### config.mk
export PLATFORM = sky130hd
export DESIGN_NAME = fcc_frame_compress_ctrl
export DESIGN_NICKNAME = d
export VERILOG_FILES = /design/src/fcc_pkg.sv /design/src/fcc_frame_compress_ctrl.sv
export SDC_FILE = /design/constraint.sdc
export NUM_CORES = 1
export LEC_CHECK = 0
export BUFFER_PORTS_ARGS = -buffer_cell sky130_fd_sc_hd__buf_2
export CAP_MARGIN = 20
export CORE_MARGIN = 2
export CORE_UTILIZATION = 49
export DETAILED_ROUTE_END_ITERATION = 7
export PLACE_DENSITY_LB_ADDON = 0.1
export SKIP_LAST_GASP = 1
export SLEW_MARGIN = 20
export SYNTH_ARGS = -nofsm -noshare
export SYNTH_HDL_FRONTEND = slang
export SYNTH_SLANG_ARGS = --single-unit
### constraint.sdc
create_clock -name mclk -period 6.4 [get_ports mclk]
set_input_delay 0.96 -clock mclk [delete_from_list [all_inputs] [get_ports mclk]]
set_output_delay 0.96 -clock mclk [all_outputs]
set_load 0.01 [all_outputs]
### src/fcc_pkg.sv
// package: register map, field layout, states and carrier types of the compression control block
package fcc_pkg;

   // register byte offsets
   localparam logic [15:0] FCC_OFS_CONTROL  = 16'h3208;
   localparam logic [15:0] FCC_OFS_COMMAND  = 16'h320c;
   localparam logic [15:0] FCC_OFS_STATUS   = 16'h3210;
   localparam logic [15:0] FCC_OFS_CONTROL2 = 16'h3214;

   // reset values
   localparam logic [31:0] FCC_RST_CONTROL  = 32'h0000_0000;
   localparam logic [31:0] FCC_RST_COMMAND  = 32'h0000_0000;
   localparam logic [31:0] FCC_RST_STATUS   = 32'h2000_0000;
   localparam logic [31:0] FCC_RST_CONTROL2 = 32'h0000_0000;

   // control fields; bits 13 and 4 are reserved and read as zero
   localparam int          FCC_CTL_ENABLE   = 31;
   localparam int          FCC_CTL_PERIODIC = 30;
   localparam int          FCC_CTL_INT_HI   = 29;
   localparam int          FCC_CTL_INT_LO   = 16;
   localparam int          FCC_CTL_ABORT    = 15;
   localparam int          FCC_CTL_UNCMP    = 14;
   localparam int          FCC_CTL_STR_HI   = 12;
   localparam int          FCC_CTL_STR_LO   = 5;
   localparam int          FCC_CTL_FEN_HI   = 3;
   localparam int          FCC_CTL_FEN_LO   = 0;
   localparam logic [31:0] FCC_CTL_MASK     = 32'hffff_dfef;

   // command, status and second control fields
   localparam int          FCC_CMD_TRIGGER  = 0;
   localparam int          FCC_ST_BUSY      = 31;
   localparam int          FCC_ST_DONE      = 30;
   localparam int          FCC_ST_MOD       = 29;
   localparam int          FCC_ST_LINE_HI   = 10;
   localparam int          FCC_C2_IMMED     = 4;
   localparam int          FCC_C2_LP_HI     = 3;
   localparam int          FCC_C2_LP_LO     = 2;

   // low-power idleness modes
   localparam logic [1:0]  FCC_LP_IGNORE    = 2'h0;
   localparam logic [1:0]  FCC_LP_REPORT    = 2'h1;
   localparam logic [1:0]  FCC_LP_PAIR      = 2'h2;

   // line pair tag codes
   localparam logic [1:0]  FCC_TAG_MODIFIED = 2'h0;
   localparam logic [1:0]  FCC_TAG_RAW      = 2'h1;
   localparam logic [1:0]  FCC_TAG_UNCMP    = 2'h2;
   localparam logic [1:0]  FCC_TAG_PACKED   = 2'h3;

   typedef enum logic [0:0] {
      FCC_IDLE = 1'b0,
      FCC_RUN  = 1'b1
   } fcc_state_t;

   // host register access
   typedef struct packed {
      logic        wr;
      logic        rd;
      logic [15:0] addr;
      logic [31:0] wdata;
   } fcc_mmio_req_t;

   typedef struct packed {
      logic        rvalid;
      logic [31:0] rdata;
   } fcc_mmio_rsp_t;

   // from the compression datapath
   typedef struct packed {
      logic        line_valid;
      logic [10:0] line_num;
      logic [8:0]  line_len;
      logic        pass_done;
   } fcc_dp_in_t;

   // to the compression datapath
   typedef struct packed {
      logic        enable;
      logic [7:0]  stride;
      logic [3:0]  fence;
      logic        hold;
      logic        pass_start;
      logic        pass_abort;
      logic        store_raw;
      logic        tag_we;
      logic [9:0]  tag_pair;
      logic [1:0]  tag_val;
   } fcc_dp_out_t;

   // whole state of the block
   typedef struct packed {
      logic [31:0] ctl;
      logic        trig;
      logic [2:0]  ctl2;
      logic        en_act;
      logic [3:0]  fence_act;
      fcc_state_t  state;
      logic        compressed;
      logic        modified;
      logic [10:0] cur_line;
      logic [13:0] frames;
      logic        first_fail;
      logic        park;
      logic        idle;
      fcc_mmio_rsp_t rsp;
      fcc_dp_out_t dp;
   } fcc_st_t;

endpackage

### src/fcc_frame_compress_ctrl.sv
// frame compression control: registers, pass sequencing, status and idleness reporting
`timescale 1ns/1ns
module fcc_frame_compress_ctrl
   import fcc_pkg::*;
(
   // clock and reset
   input  wire logic          mclk,
   input  wire logic          reset,
   // host register access
   input  wire fcc_mmio_req_t mmio_req,
   output fcc_mmio_rsp_t      mmio_rsp,
   // display timing and memory traffic
   input  wire logic          vblank_start,
   input  wire logic          host_write,
   input  wire logic [3:0]    host_write_fence,
   input  wire logic          render_alloc,
   input  wire logic          power_state_entry_signal,
   // compression datapath
   input  wire fcc_dp_in_t    dp_in,
   output fcc_dp_out_t        dp_out,
   // self-refresh idleness
   output logic               idle_valid,
   output logic               idle
);

   fcc_st_t s_r;
   fcc_st_t s_nxt;

   logic        periodic;
   logic        double_buf;
   logic [1:0]  lp_mode;
   logic [13:0] interval;
   logic [7:0]  stride;
   logic [13:0] frames_inc;
   logic        hit;
   logic        start;
   logic        fits;
   logic [8:0]  stride_units;
   logic [31:0] rd_word;

   always_comb begin
      periodic     = s_r.ctl[FCC_CTL_PERIODIC];
      double_buf   = ~s_r.ctl2[FCC_C2_IMMED - FCC_C2_LP_LO];
      lp_mode      = s_r.ctl2[FCC_C2_LP_HI - FCC_C2_LP_LO:0];
      interval     = s_r.ctl[FCC_CTL_INT_HI:FCC_CTL_INT_LO];
      stride       = s_r.ctl[FCC_CTL_STR_HI:FCC_CTL_STR_LO];
      // the fence comparison only sees writes through the active fence
      hit          = (host_write && (host_write_fence == s_r.fence_act)) || render_alloc;
      // saturate so a long wait never wraps back below the interval
      frames_inc   = (&s_r.frames) ? s_r.frames : s_r.frames + 14'h0001;
      stride_units = {1'b0, stride} + 9'h001;
      fits         = (dp_in.line_len <= stride_units);
      // a pass only ever starts on a vertical blank edge
      start        = vblank_start && s_r.ctl[FCC_CTL_ENABLE] &&
                     (periodic ? (frames_inc >= interval) : s_r.trig);

      rd_word = 32'h0000_0000;
      unique case (mmio_req.addr)
         FCC_OFS_CONTROL:  rd_word = s_r.ctl;
         FCC_OFS_COMMAND:  rd_word[FCC_CMD_TRIGGER] = s_r.trig && !periodic;
         FCC_OFS_STATUS: begin
            rd_word[FCC_ST_BUSY]         = (s_r.state == FCC_RUN);
            rd_word[FCC_ST_DONE]         = s_r.compressed;
            rd_word[FCC_ST_MOD]          = s_r.modified;
            rd_word[FCC_ST_LINE_HI:0]    = s_r.cur_line;
         end
         FCC_OFS_CONTROL2: rd_word[FCC_C2_IMMED:FCC_C2_LP_LO] = s_r.ctl2;
         default:          rd_word = 32'h0000_0000;
      endcase
   end

   always_comb begin
      s_nxt               = s_r;
      s_nxt.rsp.rvalid    = mmio_req.rd;
      s_nxt.dp.pass_start = 1'b0;
      s_nxt.dp.pass_abort = 1'b0;
      s_nxt.dp.tag_we     = 1'b0;
      s_nxt.dp.store_raw  = 1'b0;
      if (mmio_req.rd) begin
         s_nxt.rsp.rdata = rd_word;
      end

      // update point at vertical blank
      if (vblank_start) begin
         s_nxt.en_act = s_r.ctl[FCC_CTL_ENABLE];
         s_nxt.frames = frames_inc;
         if (double_buf) begin
            s_nxt.fence_act = s_r.ctl[FCC_CTL_FEN_HI:FCC_CTL_FEN_LO];
         end
      end

      unique case (s_r.state)
         FCC_IDLE: begin
            if (start) begin
               s_nxt.state         = FCC_RUN;
               s_nxt.dp.pass_start = 1'b1;
               s_nxt.compressed    = 1'b0;
               s_nxt.modified      = 1'b0;
               s_nxt.cur_line      = 11'h000;
               s_nxt.frames        = 14'h0000;
               s_nxt.first_fail    = 1'b0;
            end
         end
         FCC_RUN: begin
            if (dp_in.line_valid) begin
               s_nxt.cur_line     = dp_in.line_num;
               s_nxt.dp.store_raw = !fits;
               if (!dp_in.line_num[0]) begin
                  s_nxt.first_fail = !fits;
               end else begin
                  s_nxt.dp.tag_we   = 1'b1;
                  s_nxt.dp.tag_pair = dp_in.line_num[10:1];
                  if (fits && !s_r.first_fail) begin
                     s_nxt.dp.tag_val = FCC_TAG_PACKED;
                  end else if (s_r.ctl[FCC_CTL_UNCMP]) begin
                     s_nxt.dp.tag_val = FCC_TAG_UNCMP;
                  end else begin
                     s_nxt.dp.tag_val = FCC_TAG_RAW;
                  end
               end
            end
            if ((s_r.ctl[FCC_CTL_ABORT] && hit) ||
                (vblank_start && !s_r.ctl[FCC_CTL_ENABLE])) begin
               // abandoned passes leave compressed clear
               s_nxt.state         = FCC_IDLE;
               s_nxt.dp.pass_abort = 1'b1;
               s_nxt.trig          = 1'b0;
            end else if (dp_in.pass_done) begin
               s_nxt.state      = FCC_IDLE;
               s_nxt.compressed = 1'b1;
               s_nxt.trig       = 1'b0;
            end
         end
      endcase

      // register writes come after hardware clears so a new trigger is kept
      if (mmio_req.wr) begin
         unique case (mmio_req.addr)
            FCC_OFS_CONTROL:  s_nxt.ctl = mmio_req.wdata & FCC_CTL_MASK;
            FCC_OFS_COMMAND: begin
               if (!periodic) begin
                  s_nxt.trig = mmio_req.wdata[FCC_CMD_TRIGGER];
               end
            end
            FCC_OFS_STATUS: begin
               // test mode writes; software checks the pass is idle first
               s_nxt.compressed = mmio_req.wdata[FCC_ST_DONE];
               s_nxt.modified   = mmio_req.wdata[FCC_ST_MOD];
            end
            FCC_OFS_CONTROL2: s_nxt.ctl2 = mmio_req.wdata[FCC_C2_IMMED:FCC_C2_LP_LO];
            default:          s_nxt.ctl2 = s_nxt.ctl2;
         endcase
      end

      if (!s_nxt.ctl2[FCC_C2_IMMED - FCC_C2_LP_LO]) begin
         s_nxt.fence_act = s_nxt.fence_act;
      end else begin
         s_nxt.fence_act = s_nxt.ctl[FCC_CTL_FEN_HI:FCC_CTL_FEN_LO];
      end

      // a hit in the same cycle as a clear still counts
      if (hit) begin
         s_nxt.modified = 1'b1;
      end

      // park only at a pair boundary so a pair is never left half done
      if (!power_state_entry_signal) begin
         s_nxt.park = 1'b0;
      end else if ((s_r.state == FCC_IDLE) || (dp_in.line_valid && dp_in.line_num[0])) begin
         s_nxt.park = 1'b1;
      end

      unique case (lp_mode)
         FCC_LP_REPORT: s_nxt.idle = (s_nxt.state == FCC_IDLE);
         FCC_LP_PAIR:   s_nxt.idle = (s_nxt.state == FCC_IDLE) || s_nxt.park;
         default:       s_nxt.idle = 1'b0;
      endcase

      s_nxt.dp.enable = s_nxt.en_act;
      s_nxt.dp.stride = s_nxt.ctl[FCC_CTL_STR_HI:FCC_CTL_STR_LO];
      s_nxt.dp.fence  = s_nxt.fence_act;
      // judge hold by the field being registered so it never outlives a mode change
      s_nxt.dp.hold   = s_nxt.park && (s_nxt.ctl2[FCC_C2_LP_HI - FCC_C2_LP_LO:0] == FCC_LP_PAIR);
   end

   always_ff @(posedge mclk or posedge reset) begin
      if (reset) begin
         s_r            <= '0;
         s_r.ctl        <= FCC_RST_CONTROL;
         s_r.trig       <= FCC_RST_COMMAND[FCC_CMD_TRIGGER];
         s_r.ctl2       <= FCC_RST_CONTROL2[FCC_C2_IMMED:FCC_C2_LP_LO];
         s_r.state      <= FCC_IDLE;
         s_r.compressed <= FCC_RST_STATUS[FCC_ST_DONE];
         s_r.modified   <= FCC_RST_STATUS[FCC_ST_MOD];
      end else begin
         s_r <= s_nxt;
      end
   end

   assign mmio_rsp   = s_r.rsp;
   assign dp_out     = s_r.dp;
   assign idle       = s_r.idle;
   assign idle_valid = (s_r.ctl2[FCC_C2_LP_HI - FCC_C2_LP_LO:0] == FCC_LP_REPORT) ||
                       (s_r.ctl2[FCC_C2_LP_HI - FCC_C2_LP_LO:0] == FCC_LP_PAIR);

endmodule

After elaboration in Yosys (flattened, before gate mapping)
Cells that the tools add are included.
{"block": "totals", "input_bits": 82, "regBits": 128, "wordCells": 113, "output_inout_bits": 65}
{"block": "op_classes", "magnitude_cmp": 2, "n_reduce_logical": 25, "n_addsub": 2, "bitwise": 2, "n_mux": 46, "eq_ne": 12}
{"op": "16-bit by 14-bit == test with 1-bit output (second input constant)", "count": 4}
{"op": "14-bit 2-to-1 mux", "count": 4}
{"op": "29-bit 2-to-1 mux", "count": 1}
{"op": "13-bit 2-to-1 mux", "count": 2}
{"op": "11-bit case mux with 2 select lines", "count": 1}
{"op": "18-bit 2-to-1 mux", "count": 1}
{"op": "1-bit 2-to-1 mux", "count": 17}
{"op": "17-bit 2-to-1 mux", "count": 1}
{"op": "15-bit 2-to-1 mux", "count": 1}
{"op": "14-bit by 1-bit adder with 14-bit output (second input constant)", "count": 1}
{"op": "14-bit greater-or-equal comparator", "count": 1}
{"op": "14-bit AND reduction", "count": 1}
{"op": "4-bit 2-to-1 mux", "count": 3}
{"op": "6-bit case mux with 2 select lines", "count": 1}
{"op": "11-bit 2-to-1 mux", "count": 1}
{"op": "2-bit 2-to-1 mux", "count": 5}
{"op": "8-bit by 1-bit adder with 9-bit output (second input constant)", "count": 1}
{"op": "9-bit <= comparator", "count": 1}
{"op": "1-bit logical AND", "count": 9}
{"op": "3-bit case mux with 3 select lines", "count": 1}
{"op": "2-bit inequality test (second input constant)", "count": 3}
{"op": "1-bit case mux with 2 select lines", "count": 3}
{"op": "3-bit case mux with 2 select lines", "count": 1}
{"op": "2-bit AND reduction", "count": 3}
{"op": "12 further kinds", "count": 22}

Depth between registers and ports, before layout
{"block": "logic_depth", "ltp_word": 12, "depth_mapped": 15, "mapped_depth_nobuf": 14}

Worst setup path after synthesis
OpenSTA, ideal clock, no wires.
{"block": "synth_path", "path_kind": "reg2reg", "from": "reg s_r[66] (netlist name)", "to": "reg s_r[91] (netlist name)", "path_stages_with_launch": 16, "n_path_buf": 1, "setup_time_ps": 83, "setup_slack_ps": 3255, "synth_period_minus_slack_ps": 3145, "t_arrival_ps": 3061, "required_time_ps": 6317, "path_cell_list": "dfrtp_1 > ha_1 > and3_1 > and3_1 > and3_1 > clkbuf_1 > nand2_1 > xnor2_1 > ha_1 > nand4_1 > or4_4 > nor3_2 > a21oi_2 > clkinv_4 > a21oi_2 > a221o_1"}
{"element": "from (decl)", "line": "fcc_frame_compress_ctrl.sv:26", "text": "fcc_st_t s_r;"}
{"element": "from (signal assigned)", "line": "fcc_frame_compress_ctrl.sv:196", "text": "s_r <= s_nxt;"}

==> results.ini <==
[clocking]
cts_max_level = 4
cts.hold.buffers_added = 0
cts_tree = done
cts.path.max_buffers = 2
cts_post_setup_buffers_inserted = 0
worst_setup_hold_path_clk_slew_ps = 60
clockRootBuffer = sky130_fd_sc_hd__clkbuf_16
post_cts.resized_instances = 0
clkSinkCount = 119
cts_made_buffers = 17
clock_insertion_delay_at_the_later_pin_of_the_skew_report_ps = 410

[grt]
grt_usage_pct = 21.7
vias_in_the_first_global_route = 4792
grt_max_degree = 71
first_pass_grt_wire_length_um = 23900
overflow = 0
number_of_antenna_violations_at_the_first_check_in_global_routing = 1

[die]
num_rows = 42
core_um2 = 13100
die_height_um = 119
initial_core_util_pct = 49.6
ios = 147
die_area_um2 = 14200
die_w_um = 119

[routing]
drt_drc_violations_left = 0
iteration_0_drc_count_of_the_detailed_router = 210
num_vias = 4799
antenna_violating_nets_post_route = 0
wl_um = 14600
via_per_inst = 5.24
drt_pass1_iterations = 5
routed_wire_length_per_instance_um = 16.0

[outcome]
run_status = completed

[placed_design]
globalplace.congestion = 0.811
dp.final_hpwl_um = 10300
postPlaceCellArea_um2 = 6880
post-place-cells = 883
place.port_buffers = 144

[timing]
maxClockFrequency_mhz = 278
timing.clock.skew_ps = 8.55
timing_max_transition_violations_final = 0
grt_setup_unrepaired = no
worst-slew-pin-transition_ps = 1050
finalCritPeriodShare_pct = 56.2
fin_setup_tns_ps = 0
post-route-min-period_ps = 3600
maxSlewHeadroom_pct = 30.1
setup_viols_final = 0
hold_ws_ps = 503
finalHoldViolCount = 0

[synthesis]
synth-seq-cells = 119
number_of_synthesized_flops_with_an_enable_pin = 0
synth_area_per_cell_um2 = 10.0
post_synth_num_cell_types = 65
most_instantiated_library_cell_after_synthesis = sky130_fd_sc_hd__dfrtp_1
synth_top_flop_cell = sky130_fd_sc_hd__dfrtp_1
synth_seq_area_share_pct = 45.7
syn-num-nets = 761
yosys-top-cells-count = sky130_fd_sc_hd__dfrtp_1, sky130_fd_sc_hd__buf_4, sky130_fd_sc_hd__nand2_1, sky130_fd_sc_hd__inv_1, sky130_fd_sc_hd__mux2_2
yosys-top-cells-area = sky130_fd_sc_hd__dfrtp_1, sky130_fd_sc_hd__buf_4, sky130_fd_sc_hd__mux2_2, sky130_fd_sc_hd__ha_1, sky130_fd_sc_hd__o21ai_0
synth_largest_area_cell = sky130_fd_sc_hd__dfrtp_1
synth.cell_area_um2 = 6520
ys_async_sr_fraction_pct = 100
synthCells = 652
yosysWarningCount = 0
yosys.area.top_type_share_pct = 45.3

[setup_path]
worstSetupPathDepth = 12
crit_family = compound AO/OA/AOI/OAI gates
timing.critical_path.to_type = flip-flop
timing.reg2reg.setup_slack_ps = 2800
path_buf_inv = 1
worst_ep_required_time_ps = 6750
worstSetupEndpoint = s_r[91]
timing.rr.start = s_r[73]
worst_r2r_endpoint = s_r[91]
path_cells = and4_1, nand4_1, or3_4, mux2_1, ha_1, a21o_1, a31oi_1, o21ai_0, a21oi_2, clkinv_4, a21oi_2, a221o_1
crit_path_top_delay_cell = sky130_fd_sc_hd__or3_4
start_kind = flip-flop
critical_path_peak_fanout = 27
worst_ep_arrival_time_ps = 3950
ff2ff_path_depth = 12
critPathLaunch = s_r[73]
cp_common_cell = sky130_fd_sc_hd__a21oi_2
critPathKind = reg -> reg
critical_path.max_stage_delay_ps = 490

[pwr]
irDropWorstVdd_mv = 0.171
cellPowerDensity_nw_per_um2 = 265
power.leakage_nw = 3.73

[run]
maxCapViolCount = 0

[hold_path]
worstHoldPathCells = 1
hold_path_class = reg -> reg

[cells_and_area]
number_of_non_filler_instances_in_the_completed_layout = 915
layout.cell_area.non_filler_um2 = 7470
insertedDiodeCount = 0
share_of_final_layout_standard_cells_stronger_than_drive_strength_1_pct = 32.5
finalNetCount = 835
area_delta_synth_final_pct = 14.5
layout.filler_cells = 1206

==> placed cells by master (no fill, tap or decap), drive strengths merged, types with 3 or more instances in the layout <==
cell / count
o21a: 6
and4: 6
ha: 27
a21oi: 30
a31oi: 3
a22oi: 12
nand2b: 4
nand3: 34
mux2i: 4
xnor2: 9
nor2b: 5
nand4: 9
nand3b: 4
inv: 51
xor2: 15
o21ai: 38
nand2: 49
mux2: 44
dfrtp: 118
buf: 147
o211a: 4
and2: 4
nor3: 8
a21boi: 3
clkinvlp: 4
clkinv: 5
and3: 6
clkbuf: 18
nor2: 31
or3: 9
==> worst register-to-register path, delay by kind of cell (launching register included) <==
family	cells	cell delay (ps)
compound gates	6	1230
simple gates	3	1000
mux	1	350
flops	1	480
fa+ha+maj	1	180
buf+inv	1	300
==> metrics by stage <==
step | util, % | setup WS [ps] | power (mW)
6_report | 56.8 | 2800 | 1.98
5_1_grt | 56.8 | 2590 | 2.08
4_1_cts | 56.8 | 2770 | 2.00
3_5_place_dp | 52.3 | 2780 | 1.05
3_3_place_gp | 52.3 | 2770 | 1.05
2_1_floorplan | - | 2280 | 0.991
==> layer usage <==
metal	vias up	share of wire, %	global-route usage (%)
met5	-	0.075	0
met4	2	1.4	8.68
met3	14	5.4	5.84
met2	135	49	34.9
met1	2307	44	27.8
li1	2341	-	-
==> power breakdown <==
| group | internal, mW | leakage [nW] | switching [mW] |
|---|---|---|---|
| clock | 0.586 | 0.280 | 0.356 |
| combinational | 0.106 | 1.84 | 0.118 |
| sequential | 0.779 | 1.61 | 0.0353 |
==> logic make-up (layout without fill, tap and decap cells) <==
family,count (synthesis),after routing,synth area share [%]
and+or+nand+nor,175,175,13.8
buffers and inverters,140,227,12.2
DFF,119,119,45.7
AOI/OAI and AO/OA,118,118,11.6
muxes,48,48,8.21
adders and majority gates,27,27,5.18
xor gates and xnor gates,24,24,3.22
other,1,1,0.0575
==> cell type report <==
cell class	instances	area, um2	area share, %
Multi-Input combinational cell	393	2750	36.8
Inverter	48	188	2.51
Tap cell	176	220	2.95
Clock buffer	18	439	5.88
Clock inverter	14	149	1.99
Timing Repair Buffer	147	743	9.95
Sequential cell	119	2980	39.9
==> how the worst min path moves through the flow <==
stage               start    endpoint
6_report        dp_out[9]   dp_out[9]
5_1_grt         dp_out[6]   dp_out[6]
4_1_cts         dp_out[8]   dp_out[8]
3_5_place_dp    dp_out[6]   dp_out[6]
3_3_place_gp   dp_out[10]  dp_out[10]
2_1_floorplan   dp_out[0]   dp_out[0]
==> flip-flops by register name, indices dropped and copies added, names as in the netlist <==
register / flops
dp_out: 29
idle: 1
interval: 14
lp_mode: 2
mmio_rsp: 32
periodic: 1
s_r: 40
Power figures use the tool's default switching activity.
